$ cat config.mk
export PLATFORM = sky130hd
export DESIGN_NAME = ocs_top
export DESIGN_NICKNAME = d
export VERILOG_FILES = /design/src/design/ocs_pkg.sv /design/src/design/ocs_divider.sv /design/src/design/ocs_shadow_reg.sv /design/src/design/ocs_top.sv
export SDC_FILE = /design/constraint.sdc
export NUM_CORES = 1
export LEC_CHECK = 0
export ABC_CLOCK_PERIOD_IN_PS = 3210
export BUFFER_PORTS_ARGS = -buffer_cell sky130_fd_sc_hd__buf_4
export CORE_ASPECT_RATIO = 0.5
export CORE_MARGIN = 2
export CORE_UTILIZATION = 40
export CTS_BUF_LIST = sky130_fd_sc_hd__clkbuf_4
export DETAILED_ROUTE_END_ITERATION = 10
export PLACE_DENSITY_LB_ADDON = 0.3
export REMOVE_ABC_BUFFERS = 1
export SLEW_MARGIN = 20
export SYNTH_ARGS = -nofsm -noshare
export SYNTH_HDL_FRONTEND = slang
export SYNTH_HIERARCHICAL = 1
export SYNTH_SLANG_ARGS = --single-unit
$ cat constraint.sdc
create_clock -name clk -period 3.21 [get_ports clk]
set_input_delay 0.321 -clock clk [delete_from_list [all_inputs] [get_ports clk]]
set_output_delay 0.321 -clock clk [all_outputs]
set_load 0.05 [all_outputs]
$ cat src/design/ocs_pkg.sv
// constants, types and helpers for the output clock and shadow block
package ocs_pkg;

  // register offsets
  localparam logic [7:0] ADDR_OUT_CFG = 8'h0d;
  localparam logic [7:0] ADDR_CLK12   = 8'h0e;
  localparam logic [7:0] ADDR_CLK3    = 8'h0f;
  localparam logic [7:0] ADDR_STATUS  = 8'h20;

  // reset values and writable masks
  localparam logic [15:0] RST_OUT_CFG  = 16'h0007;
  localparam logic [15:0] RST_CLK12    = 16'h0501;
  localparam logic [15:0] RST_CLK3     = 16'h0003;
  localparam logic [15:0] MASK_OUT_CFG = 16'h0fff;
  localparam logic [15:0] MASK_CLK12   = 16'hefef;
  localparam logic [15:0] MASK_CLK3    = 16'h00ef;

  // field positions
  localparam int BIT_SPOOF  = 0;
  localparam int BIT_ADAPT  = 6;
  localparam int BIT_CODES  = 10;
  localparam int BIT_FREEZE = 11;
  localparam int DIV1_LSB   = 0;
  localparam int SLEW1_LSB  = 5;
  localparam int DIV2_LSB   = 8;
  localparam int SLEW2_LSB  = 13;
  localparam int DIV3_LSB   = 0;
  localparam int SLEW3_LSB  = 5;
  localparam int DIV_W      = 4;
  localparam int SLEW_W     = 3;

  // stream markers
  localparam logic [31:0] CODE_SOF = 32'hff0000ab;
  localparam logic [31:0] CODE_EOF = 32'hff0000b6;
  localparam logic [31:0] CODE_SOL = 32'hff0000b0;
  localparam logic [31:0] CODE_EOL = 32'hff0000bd;
  localparam logic [1:0]  IDX_LAST = 2'h3;

  typedef enum logic [1:0] {SRC_ONE, SRC_TWO, SRC_THREE} ocs_src_t;
  typedef enum logic [2:0] {FMT_DATA, FMT_SOF, FMT_SOL, FMT_EOL, FMT_EOF} ocs_fmt_t;

  // byte idx of a marker, first byte first
  function automatic logic [7:0] marker_byte(input logic [31:0] code, input logic [1:0] idx);
    case (idx)
      2'h0:    marker_byte = code[31:24];
      2'h1:    marker_byte = code[23:16];
      2'h2:    marker_byte = code[15:8];
      default: marker_byte = code[7:0];
    endcase
  endfunction : marker_byte

endpackage : ocs_pkg

$ cat src/design/ocs_divider.sv
// master clock divider giving a one-cycle tick per output clock period
`timescale 1ns/10ps
`default_nettype none
module ocs_divider (
  // clock and reset
  input  wire logic                        clk,
  input  wire logic                        resetn,
  // divisor for the next period
  input  wire logic [ocs_pkg::DIV_W-1:0]   div,
  // period end
  output logic                             tick
);

  logic [ocs_pkg::DIV_W-1:0] cnt_q;
  logic [ocs_pkg::DIV_W-1:0] cnt_d;
  logic [ocs_pkg::DIV_W-1:0] eff_q;
  logic [ocs_pkg::DIV_W-1:0] eff_d;

  assign tick = (cnt_q == eff_q - 4'h1);

  always_comb begin
    cnt_d = cnt_q + 4'h1;
    eff_d = eff_q;
    if (tick) begin
      cnt_d = 4'h0;
      eff_d = (div == 4'h0) ? 4'h1 : div;
    end
  end

  always_ff @(posedge clk or negedge resetn) begin
    if (!resetn) begin
      cnt_q <= 4'h0;
      eff_q <= 4'h1;
    end else begin
      cnt_q <= cnt_d;
      eff_q <= eff_d;
    end
  end

  a_div_zero_one: assert property (@(posedge clk) disable iff (!resetn)
    (tick && div == 4'h0) |=> (eff_q == 4'h1 && tick)) else $error("zero divisor not treated as one");
  a_div_count_up: assert property (@(posedge clk) disable iff (!resetn)
    (!tick) |=> (cnt_q == $past(cnt_q) + 4'h1)) else $error("divider count skipped");

endmodule : ocs_divider
`default_nettype wire

$ cat src/design/ocs_shadow_reg.sv
// configuration register with a frame shadow copy
`timescale 1ns/10ps
`default_nettype none
module ocs_shadow_reg #(
  parameter int          W    = 16,
  parameter logic [15:0] RST  = 16'h0000,
  parameter logic [15:0] MASK = 16'hffff
) (
  // clock and reset
  input  wire logic         clk,
  input  wire logic         resetn,
  // software write
  input  wire logic         wr_en,
  input  wire logic [W-1:0] wdata,
  // shadow control
  input  wire logic         load,
  input  wire logic         freeze,
  // values
  output logic [W-1:0]      cfg_q,
  output logic [W-1:0]      shadow_q
);

  logic [W-1:0] cfg_d;
  logic [W-1:0] shadow_d;

  always_comb begin
    cfg_d    = wr_en ? (wdata & MASK[W-1:0]) : cfg_q;
    shadow_d = shadow_q;
    if (load && !freeze) begin
      shadow_d = cfg_q;
    end
  end

  always_ff @(posedge clk or negedge resetn) begin
    if (!resetn) begin
      cfg_q    <= RST[W-1:0];
      shadow_q <= RST[W-1:0];
    end else begin
      cfg_q    <= cfg_d;
      shadow_q <= shadow_d;
    end
  end

  a_freeze_holds_copy: assert property (@(posedge clk) disable iff (!resetn)
    freeze |=> $stable(shadow_q)) else $error("shadow changed while frozen");
  a_blank_end_load: assert property (@(posedge clk) disable iff (!resetn)
    (load && !freeze) |=> (shadow_q == $past(cfg_q))) else $error("shadow not reloaded");
  c_blocked_load: cover property (@(posedge clk) disable iff (!resetn) load && freeze && cfg_q != shadow_q);

endmodule : ocs_shadow_reg
`default_nettype wire

$ cat src/design/ocs_top.sv
// output stage: register bank with shadows, adaptive output clock, marker insertion
`timescale 1ns/10ps
`default_nettype none
// What this block does
// - With the marker enable on and uncompressed spoofed frames leaving, every frame gets frame and line markers.
// - The frame-start marker is the bytes ff 00 00 ab and the frame-end marker ff 00 00 b6.
// - The line-start marker is the bytes ff 00 00 b0 and the line-end marker ff 00 00 bd.
// - While the hold bit is set, no covered configuration register is copied into its shadow.
// - With the hold bit clear, shadows reload from their registers at the end of input vertical blanking.
// - Output behaviour follows only the shadows, so writes mid-frame do not disturb the current frame.
// - Source one runs at the master clock divided by the four-bit divisor in bits 3:0 of register 0x0e.
// - A divisor of zero acts exactly like a divisor of one.
// - Source two runs at the master clock divided by the four-bit divisor in bits 11:8 of register 0x0e.
// - The output clock moves from source one to source two once buffer fill reaches one half.
// - While source one drives, the slew setting from bits 7:5 of register 0x0e goes to the driver.
// - While source two drives, the slew setting from bits 15:13 of register 0x0e goes to the driver.
// - Fill-driven switching happens only with the adaptive enable bit set, otherwise source one is used.
// - At three quarters fill the clock moves to source three, back to two below half and to one below a quarter.
// - Every output frame starts on source one whatever source ended the previous frame.
module ocs_top #(
  parameter int FIFO_DEPTH = 1024,
  parameter int LW         = $clog2(FIFO_DEPTH + 1)
) (
  // clock and reset
  input  wire logic          clk,
  input  wire logic          resetn,
  // register port
  input  wire logic [7:0]    reg_addr,
  input  wire logic [15:0]   reg_wdata,
  input  wire logic          reg_wr,
  input  wire logic          reg_rd,
  output logic [15:0]        reg_rdata,
  // frame timing and buffer state
  input  wire logic          vblank_end,
  input  wire logic          frame_start,
  input  wire logic [LW-1:0] fifo_level,
  // pixel stream in
  input  wire logic          in_valid,
  input  wire logic [7:0]    in_data,
  input  wire logic          in_uncompressed,
  input  wire logic          in_frame_first,
  input  wire logic          in_line_first,
  input  wire logic          in_line_last,
  input  wire logic          in_frame_last,
  output logic               in_ready,
  // pixel stream out
  output logic               pixel_output_clock,
  output logic [7:0]         out_data,
  output logic               out_valid,
  output logic [2:0]         clk_slew,
  output logic [1:0]         clk_source
);

  localparam logic [LW-1:0] TH_QUARTER = LW'(FIFO_DEPTH / 4);
  localparam logic [LW-1:0] TH_HALF    = LW'(FIFO_DEPTH / 2);
  localparam logic [LW-1:0] TH_THREEQ  = LW'((FIFO_DEPTH * 3) / 4);

  ////////////////////////////////////////////////////////////////////////////
  // register bank

  logic [15:0] cfg_out;
  logic [15:0] sh_out;
  logic [15:0] cfg_c12;
  logic [15:0] sh_c12;
  logic [15:0] cfg_c3;
  logic [15:0] sh_c3;
  logic        freeze;
  logic [15:0] rdata_q;
  logic [15:0] rdata_d;

  ocs_pkg::ocs_src_t sel_q;
  ocs_pkg::ocs_src_t sel_d;

  assign freeze = cfg_out[ocs_pkg::BIT_FREEZE];

  ocs_shadow_reg #(.W(16), .RST(ocs_pkg::RST_OUT_CFG), .MASK(ocs_pkg::MASK_OUT_CFG)) u_out_cfg (
    .clk (clk), .resetn (resetn), .load (vblank_end), .freeze (freeze),
    .wr_en (reg_wr && reg_addr == ocs_pkg::ADDR_OUT_CFG), .wdata (reg_wdata),
    .cfg_q (cfg_out), .shadow_q (sh_out)
  );
  ocs_shadow_reg #(.W(16), .RST(ocs_pkg::RST_CLK12), .MASK(ocs_pkg::MASK_CLK12)) u_clk12 (
    .clk (clk), .resetn (resetn), .load (vblank_end), .freeze (freeze),
    .wr_en (reg_wr && reg_addr == ocs_pkg::ADDR_CLK12), .wdata (reg_wdata),
    .cfg_q (cfg_c12), .shadow_q (sh_c12)
  );
  ocs_shadow_reg #(.W(16), .RST(ocs_pkg::RST_CLK3), .MASK(ocs_pkg::MASK_CLK3)) u_clk3 (
    .clk (clk), .resetn (resetn), .load (vblank_end), .freeze (freeze),
    .wr_en (reg_wr && reg_addr == ocs_pkg::ADDR_CLK3), .wdata (reg_wdata),
    .cfg_q (cfg_c3), .shadow_q (sh_c3)
  );

  always_comb begin
    rdata_d = 16'h0000;
    if (reg_rd && reg_addr == ocs_pkg::ADDR_OUT_CFG) begin
      rdata_d = cfg_out;
    end else if (reg_rd && reg_addr == ocs_pkg::ADDR_CLK12) begin
      rdata_d = cfg_c12;
    end else if (reg_rd && reg_addr == ocs_pkg::ADDR_CLK3) begin
      rdata_d = cfg_c3;
    end else if (reg_rd && reg_addr == ocs_pkg::ADDR_STATUS) begin
      rdata_d = {13'h0000, freeze, sel_q};
    end
  end

  always_ff @(posedge clk or negedge resetn) begin
    if (!resetn) begin
      rdata_q <= 16'h0000;
    end else begin
      rdata_q <= rdata_d;
    end
  end

  assign reg_rdata = rdata_q;

  ////////////////////////////////////////////////////////////////////////////
  // adaptive output clock

  logic                      tick;
  logic                      adapt;
  logic                      frame_pend_q;
  logic                      frame_pend_d;
  logic [ocs_pkg::DIV_W-1:0] div_next;
  logic [2:0]                slew_q;
  logic [2:0]                slew_d;
  logic                      pclk_q;

  assign adapt = sh_out[ocs_pkg::BIT_ADAPT];

  function automatic logic [ocs_pkg::DIV_W-1:0] div_of(input ocs_pkg::ocs_src_t s,
                                                      input logic [15:0] c12, input logic [15:0] c3);
    case (s)
      ocs_pkg::SRC_ONE: div_of = c12[ocs_pkg::DIV1_LSB +: ocs_pkg::DIV_W];
      ocs_pkg::SRC_TWO: div_of = c12[ocs_pkg::DIV2_LSB +: ocs_pkg::DIV_W];
      default:          div_of = c3[ocs_pkg::DIV3_LSB +: ocs_pkg::DIV_W];
    endcase
  endfunction : div_of

  always_comb begin
    sel_d        = sel_q;
    frame_pend_d = frame_pend_q;
    if (tick) begin
      frame_pend_d = 1'b0;
      if (frame_pend_q || !adapt) begin
        sel_d = ocs_pkg::SRC_ONE;
      end else begin
        case (sel_q)
          ocs_pkg::SRC_ONE: begin
            if (fifo_level >= TH_HALF) begin
              sel_d = ocs_pkg::SRC_TWO;
            end
          end
          ocs_pkg::SRC_TWO: begin
            if (fifo_level >= TH_THREEQ) begin
              sel_d = ocs_pkg::SRC_THREE;
            end else if (fifo_level < TH_QUARTER) begin
              sel_d = ocs_pkg::SRC_ONE;
            end
          end
          default: begin
            if (fifo_level < TH_HALF) begin
              sel_d = ocs_pkg::SRC_TWO;
            end
          end
        endcase
      end
    end
    if (frame_start) begin
      frame_pend_d = 1'b1;
    end
    case (sel_q)
      ocs_pkg::SRC_ONE: slew_d = sh_c12[ocs_pkg::SLEW1_LSB +: ocs_pkg::SLEW_W];
      ocs_pkg::SRC_TWO: slew_d = sh_c12[ocs_pkg::SLEW2_LSB +: ocs_pkg::SLEW_W];
      default:          slew_d = sh_c3[ocs_pkg::SLEW3_LSB +: ocs_pkg::SLEW_W];
    endcase
    div_next = div_of(sel_d, sh_c12, sh_c3);
  end

  ocs_divider u_div (
    .clk    (clk),
    .resetn (resetn),
    .div    (div_next),
    .tick   (tick)
  );

  always_ff @(posedge clk or negedge resetn) begin
    if (!resetn) begin
      sel_q        <= ocs_pkg::SRC_ONE;
      frame_pend_q <= 1'b0;
      slew_q       <= 3'h0;
      pclk_q       <= 1'b0;
    end else begin
      sel_q        <= sel_d;
      frame_pend_q <= frame_pend_d;
      slew_q       <= slew_d;
      pclk_q       <= tick;
    end
  end

  assign pixel_output_clock = pclk_q;
  assign clk_slew           = slew_q;
  assign clk_source         = sel_q;

  ////////////////////////////////////////////////////////////////////////////
  // marker insertion

  ocs_pkg::ocs_fmt_t fmt_q;
  ocs_pkg::ocs_fmt_t fmt_d;
  logic [1:0]        idx_q;
  logic [1:0]        idx_d;
  logic              pre_done_q;
  logic              pre_done_d;
  logic              eof_pend_q;
  logic              eof_pend_d;
  logic [7:0]        odata_q;
  logic [7:0]        odata_d;
  logic              ovalid_q;
  logic              ovalid_d;
  logic              codes_on;
  logic              need_pre;
  logic [31:0]       code;

  assign codes_on = sh_out[ocs_pkg::BIT_SPOOF] && sh_out[ocs_pkg::BIT_CODES] && in_uncompressed;
  assign need_pre = codes_on && !pre_done_q && (in_frame_first || in_line_first);
  assign in_ready = tick && fmt_q == ocs_pkg::FMT_DATA && !need_pre;

  always_comb begin
    case (fmt_q)
      ocs_pkg::FMT_SOF: code = ocs_pkg::CODE_SOF;
      ocs_pkg::FMT_EOF: code = ocs_pkg::CODE_EOF;
      ocs_pkg::FMT_SOL: code = ocs_pkg::CODE_SOL;
      default:          code = ocs_pkg::CODE_EOL;
    endcase
  end

  always_comb begin
    fmt_d      = fmt_q;
    idx_d      = idx_q;
    pre_done_d = pre_done_q;
    eof_pend_d = eof_pend_q;
    odata_d    = odata_q;
    ovalid_d   = ovalid_q;
    if (tick) begin
      ovalid_d = 1'b0;
      case (fmt_q)
        ocs_pkg::FMT_DATA: begin
          if (in_valid && need_pre) begin
            fmt_d = (in_frame_first && codes_on) ? ocs_pkg::FMT_SOF : ocs_pkg::FMT_SOL;
            idx_d = 2'h0;
          end else if (in_valid) begin
            odata_d    = in_data;
            ovalid_d   = 1'b1;
            pre_done_d = 1'b0;
            if (codes_on && in_line_last) begin
              fmt_d      = ocs_pkg::FMT_EOL;
              idx_d      = 2'h0;
              eof_pend_d = in_frame_last;
            end
          end
        end
        default: begin
          odata_d  = ocs_pkg::marker_byte(code, idx_q);
          ovalid_d = 1'b1;
          idx_d    = idx_q + 2'h1;
          if (idx_q == ocs_pkg::IDX_LAST) begin
            idx_d = 2'h0;
            case (fmt_q)
              ocs_pkg::FMT_SOF: fmt_d = ocs_pkg::FMT_SOL;
              ocs_pkg::FMT_SOL: begin
                fmt_d      = ocs_pkg::FMT_DATA;
                pre_done_d = 1'b1;
              end
              ocs_pkg::FMT_EOL: fmt_d = eof_pend_q ? ocs_pkg::FMT_EOF : ocs_pkg::FMT_DATA;
              default:          fmt_d = ocs_pkg::FMT_DATA;
            endcase
          end
        end
      endcase
    end
  end

  always_ff @(posedge clk or negedge resetn) begin
    if (!resetn) begin
      fmt_q      <= ocs_pkg::FMT_DATA;
      idx_q      <= 2'h0;
      pre_done_q <= 1'b0;
      eof_pend_q <= 1'b0;
      odata_q    <= 8'h00;
      ovalid_q   <= 1'b0;
    end else begin
      fmt_q      <= fmt_d;
      idx_q      <= idx_d;
      pre_done_q <= pre_done_d;
      eof_pend_q <= eof_pend_d;
      odata_q    <= odata_d;
      ovalid_q   <= ovalid_d;
    end
  end

  assign out_data  = odata_q;
  assign out_valid = ovalid_q;

  ////////////////////////////////////////////////////////////////////////////
  // checks

  a_frame_marker_start: assert property (@(posedge clk) disable iff (!resetn)
    (fmt_q == ocs_pkg::FMT_DATA && tick && in_valid && in_frame_first && codes_on && !pre_done_q)
    |=> fmt_q == ocs_pkg::FMT_SOF) else $error("frame start marker not begun");
  a_sof_tail_byte: assert property (@(posedge clk) disable iff (!resetn)
    (fmt_q == ocs_pkg::FMT_SOF && tick && idx_q == ocs_pkg::IDX_LAST) |=> (out_valid && out_data == ocs_pkg::CODE_SOF[7:0]))
    else $error("wrong frame start tail byte");
  a_eol_tail_byte: assert property (@(posedge clk) disable iff (!resetn)
    (fmt_q == ocs_pkg::FMT_EOL && tick && idx_q == ocs_pkg::IDX_LAST) |=> (out_valid && out_data == ocs_pkg::CODE_EOL[7:0]))
    else $error("wrong line end tail byte");
  a_half_fill_move: assert property (@(posedge clk) disable iff (!resetn)
    (sel_q == ocs_pkg::SRC_ONE && tick && adapt && !frame_pend_q && fifo_level >= TH_HALF)
    |=> sel_q == ocs_pkg::SRC_TWO) else $error("no move to source two");
  a_three_back_two: assert property (@(posedge clk) disable iff (!resetn)
    (sel_q == ocs_pkg::SRC_THREE && tick && adapt && !frame_pend_q && fifo_level < TH_HALF)
    |=> sel_q == ocs_pkg::SRC_TWO) else $error("no return to source two");
  a_adapt_off_one: assert property (@(posedge clk) disable iff (!resetn)
    (!adapt && tick) |=> sel_q == ocs_pkg::SRC_ONE) else $error("source left one while not adaptive");
  a_frame_begins_one: assert property (@(posedge clk) disable iff (!resetn)
    (frame_pend_q && tick) |=> sel_q == ocs_pkg::SRC_ONE) else $error("frame not on source one");
  a_switch_period_end: assert property (@(posedge clk) disable iff (!resetn)
    (sel_q != $past(sel_q)) |-> $past(tick)) else $error("source changed mid period");
  a_slew_two_used: assert property (@(posedge clk) disable iff (!resetn)
    (sel_q == ocs_pkg::SRC_TWO) |=> clk_slew == $past(sh_c12[15:13])) else $error("wrong slew for source two");
  a_slew_one_used: assert property (@(posedge clk) disable iff (!resetn)
    (sel_q == ocs_pkg::SRC_ONE) |=> clk_slew == $past(sh_c12[7:5])) else $error("wrong slew for source one");

  c_frame_marker: cover property (@(posedge clk) disable iff (!resetn) fmt_q == ocs_pkg::FMT_EOF);
  c_third_source: cover property (@(posedge clk) disable iff (!resetn) sel_q == ocs_pkg::SRC_THREE);
  c_back_to_one:  cover property (@(posedge clk) disable iff (!resetn)
    sel_q == ocs_pkg::SRC_TWO ##1 sel_q == ocs_pkg::SRC_ONE);

endmodule : ocs_top
`default_nettype wire

### Yosys cells after proc, flatten, opt, wreduce, memory -nomap -nowiden

Cells that the tools add are included.

* bits of input ports: 55
* logic and storage cells: 124
* output and inout port bits: 32
* flip-flop bits (word level): 112

* add/sub/neg operators: 3
* equality and inequality tests: 18
* order comparisons: 4
* reductions and logical operators: 36
* bitwise logic cells: 1
* multiplexer cells: 43

Operator list (count)
* two-way mux 16 bit: 2
* two-way mux 8 bit: 4
* equality test 8 x 4 -> 1 bit (second input constant): 3
* two-way mux 2 bit: 12
* one-hot mux 8 bit (3 select lines): 1
* greater-or-equal comparator 11 x 10 -> 1 bit (second input constant): 2
* two-way mux 3 bit: 7
* logical AND 1 bit: 17
* one-hot mux 5 bit (3 select lines): 1
* one-hot mux 3 bit (2 select lines): 2
* < comparator 11 x 10 -> 1 bit (second input constant): 1
* < comparator 11 x 9 -> 1 bit (second input constant): 1
* two-way mux 1 bit: 10
* AND reduction 5 bit: 2
* equality test 8 x 6 -> 1 bit (second input constant): 1
* two-way mux 4 bit: 2
* one-hot mux 4 bit (2 select lines): 1
* equality test 2 x 1 -> 1 bit (second input constant): 3
* equality test 3 x 2 -> 1 bit (second input constant): 2
* zero test 2 bit: 3
* AND reduction 3 bit: 2
* nonzero test 2 bit: 3
* adder 4 x 1 -> 4 bit (second input constant): 1
* equality test 2 bit (second input constant): 2
* other kinds (15): 20

### Logic depth before layout (Yosys ltp)

* depth in word-level cells: 10
* depth in mapped cells: 14
* mapped depth without buffers: 13

### By module

The synthesis kept the hierarchy.

Modules (own cells, without submodules)
* ocs_top: instances 1, cells an instance 244, area each 2238.4 um^2
* ocs_shadow_reg (u_clk12): instances 1, cells an instance 64, area each 1139.8 um^2
* ocs_shadow_reg (u_out_cfg): instances 1, cells an instance 60, area each 1012.2 um^2
* ocs_shadow_reg (u_clk3): instances 1, cells an instance 50, area each 708.2 um^2
* ocs_divider: instances 1, cells an instance 33, area each 407.9 um^2

### Least setup slack after synthesis

OpenSTA, ideal clock, no wires.

* kind: flip-flop to flip-flop
* start point: register u_div/eff_q[0] in the netlist's numbering
* end point: register eof_pend_q
* library setup time: 128 ps
* path buffers: 1
* arrival: 2837 ps
* setup slack: 246 ps
* cell stages (with the launch flop): 9
* clock period less this slack: 2964 ps
* path through: dfstp_2 inv_1 ha_1 xnor2_1 nor4_4 clkbuf_1 and3_1 nand3_1 mux2_1

* longest elaborated chain between the ends: 3

RTL lines
* start, declared: line ocs_divider.sv:16 `logic [ocs_pkg::DIV_W-1:0] eff_q;`
* start signal, assigned: line ocs_divider.sv:33 `eff_q <= 4'h1;`
* start signal, assigned: line ocs_divider.sv:36 `eff_q <= eff_d;`
* subtractor 4 x 1 -> 4 bit: line ocs_divider.sv:19 `assign tick = (cnt_q == eff_q - 4'h1);`
* equality test 4 bit: line ocs_divider.sv:19
* via tick: line ocs_top.sv:118 `logic tick;`
* AND reduction 5 bit (no line)
* end signal, assigned: line ocs_top.sv:293 `eof_pend_q <= eof_pend_d;`
* end, declared: line ocs_top.sv:212 `logic eof_pend_q;`

The timed path passes the listed nets, and every way through them passes these cells.
A chain may end at the register's enable or synchronous reset.

### Worst setup path after layout

* start point: register u_div/eff_q[0] in the netlist's numbering
* end point: output in_ready

* longest elaborated chain between the ends: 4

RTL lines
* subtractor 4 x 1 -> 4 bit: line ocs_divider.sv:19
* equality test 4 bit: line ocs_divider.sv:19
* via tick: line ocs_top.sv:118
* logical AND 1 bit (2 in series): line ocs_top.sv:224 `assign in_ready = tick && fmt_q == ocs_pkg::FMT_DATA && !need_pre;`
* end, declared: line ocs_top.sv:45 `output logic in_ready,`

The timed path passes the listed nets, and every way through them passes these cells.

==> results.yml <==
setup_path:
  crit_chain: "inv_1 -> ha_1 -> xnor2_1 -> nor4_4 -> buf_4 -> and3_1 -> buf_4"
  setup.reg_to_reg.worst_slack_ps: 430
  crit_path_frequent_cell: "buf_4"
  setup.worst_path.class: "flop to output port"
  start_kind: "flop"
  worst_path_largest_cell_delay_ps: 570
  critical_path.reg2reg.endpoint: "u_div/eff_q[0]$_DFFE_PN1N_"
  cp_slowest_cell: "dfstp_2"
  critical_path_arrival_ps: 2690
  path_max_fanout: 17
  r2r_depth: 12
  timing.critical_path.from: "u_div/eff_q[0]$_DFFE_PN1N_"
  end_kind: "output port"
  cp_data_required_time_ps: 2890
  reg2reg_from: "u_div/eff_q[0]$_DFFE_PN1N_"
timing:
  clock.fmax_mhz: 331.8
  tns_setup_ps: 0
  final.period_utilization_pct: 93.90
  final_hold_viol_count: 0
  worst_max_slew_pin_slew_ps: 740.2
  clock-skew-final_ps: 12.84
  final-max-slew-violation-count: 0
  finalCriticalPeriod_ps: 3014
  rsz_0062_raised_after_global_routing: "false"
  max-slew-margin-rel_pct: 50.47
  final_report_setup_violation_count: 0
  hold-worst-slack_ps: 59.47
clock_network:
  cts_hold_buf: 1
  htree_levels: 3
  insertion_delay_ps: 470
  numClockSinks: 104
  cts_resized: 0
  post_cts_buffers: 0
  cts_tree: "yes"
  cts.reportedPaths.clkPinSlew_ps: 150
  cts_inserted_buffers: 9
  cts-root-to-sink-buffers: 2
  root_buffer: "clkbuf_4"
worst_hold_path:
  worst_hold_path_type: "primary input to flop"
  worst_hold_path.endpoint: "eof_pend_q$_DFFE_PN0P_"
  holdCritStartpoint: "in_frame_last"
  worst_hold_path.num_cells: 2
drt:
  vias_per_cell: 5.050
  vias: 3333
  totalWireLength_um: 10380
  routed_length_per_instance_um: 15.73
  ant_nets: 0
  drt_drc_violations_left: 0
  firstDrtPassIters: 4
  dr.first_iter.drc_count: 144
pwr:
  power.density_mw_per_mm2: 665.2
  ir_worst_vdd_uv: 408.0
  p_leak_nw: 2.793
run_status:
  status: "finished, final reports clean"
floorplanning:
  die_width_um: 162.7
  area_enclosed_by_the_die_boundary_mm2: 0.01355
  core_region_area_mm2: 0.01205
  starting_density_of_the_core_pct: 41.78
  floorplan.die.height_um: 83.33
  pin_count: 87
  placement_rows: 28
run:
  max_cap_viol_count: 0
placed_design:
  placement.io_buffers: 77
  placed_cell_areas_mm2: 0.005660
  place_hpwl_um: 7179
  gp_congestion: 0.7999
synth:
  cell_count_after_synthesis: 418
  post_synth.cell_area_avg_um2: 12.05
  ys_warn_count: 6
  synth_area_mm2: 0.005035
global_route:
  largest_net_degree_at_the_start_of_global_routing: 105
  number_of_global_route_vias_before_repair: 3325
  grt-ovfl-total: 0
  grt_antenna_before_repair: 0
  global_route_wire_length_before_repair_um: 17090
  grt_usage_pct: 16.16
cells_and_area:
  layout-drive-gt1-share_pct: 40.20
  insertedDiodeCount: 0
  nFillCells: 1133
  postLayoutCellArea_mm2: 0.005826
  final_nets: 550
  areaGrowthSynthToFinish_pct: 15.71
critical path, delay by kind of cell, from the launching register on:
kind / cells / cell delay [ps]
buf+inv: 3 / 580
flops: 1 / 570
fa+ha+maj: 1 / 300
simple gates: 2 / 620
xor+xnor: 1 / 160
per-layer routing:
metal  global-route usage [%]  wire length (um)
met5                        0                 0
met4                    3.620                69
met3                    3.946               492
met2                    25.30              4798
met1                    22.72              5023
worst max path at each step:
stage / cells past startpoint / end
6_report: 7 / in_ready
5_1_grt: 7 / in_ready
4_1_cts: 7 / in_ready
3_5_place_dp: 12 / u_div/eff_q[0]$_DFFE_PN1N_
3_3_place_gp: 12 / u_div/eff_q[0]$_DFFE_PN1N_
2_1_floorplan: 7 / eof_pend_q$_DFFE_PN0P_
power by group:
part	internal [W]	total, W	switching [W]	leakage (nW)
combinational	0.000597	0.00149	0.000889	1.38
sequential	0.00151	0.00169	0.000179	1.34
clock	0.000245	0.000699	0.000454	0.0769
final cells by class:
| cell class | instances | area [um^2] | share of cell area [%] |
|---|---|---|---|
| timing repair buffer | 86 | 663.1 | 11.38 |
| tap | 165 | 206.4 | 3.544 |
| multi-input combinational | 277 | 2145 | 36.81 |
| inverter | 12 | 45.04 | 0.7732 |
| clock inverter | 7 | 77.57 | 1.332 |
| clock buffer | 9 | 67.56 | 1.160 |
| sequential | 104 | 2621 | 45.00 |
through the flow:
stage	cells	util (%)	power, W	worst slack, ps
6_report	660	48.34	0.003875	195.9
4_1_cts	659	48.26	0.003911	143.4
2_1_floorplan	393	-	0.002764	293.7
5_1_grt	660	48.34	0.004138	16.91
3_5_place_dp	642	46.97	0.003211	467.0
3_3_place_gp	642	46.97	0.003173	515.8
state kept, by name (all words and copies together) (netlist names):
name,flops
u_clk12/cfg_q,14
u_div/cnt_q,4
eof_pend_q,1
fmt_q,3
frame_pend_q,1
u_clk12/shadow_q,14
clk_source,2
pre_done_q,1
u_clk3/cfg_q,7
u_div/eff_q,4
u_clk3/shadow_q,7
idx_q,2
clk_slew,3
u_out_cfg/cfg_q,12
reg_rdata,16
out_data,8
out_valid,1
u_out_cfg/shadow_q,3
pixel_output_clock,1
layout by cell type (no fill, tap or decap), drive strengths merged, types with 6 or more instances in the layout:
cell	instances
dfrtp	89
buf	84
mux2	74
nor2	40
nand2	22
a21oi	19
conb	15
dfstp	15
o21ai	15
a22oi	14
inv	14
clkbuf	9
mux2i	8
nor3	8
xnor2	7
nand2b	6
Power figures use the tool's default switching activity.
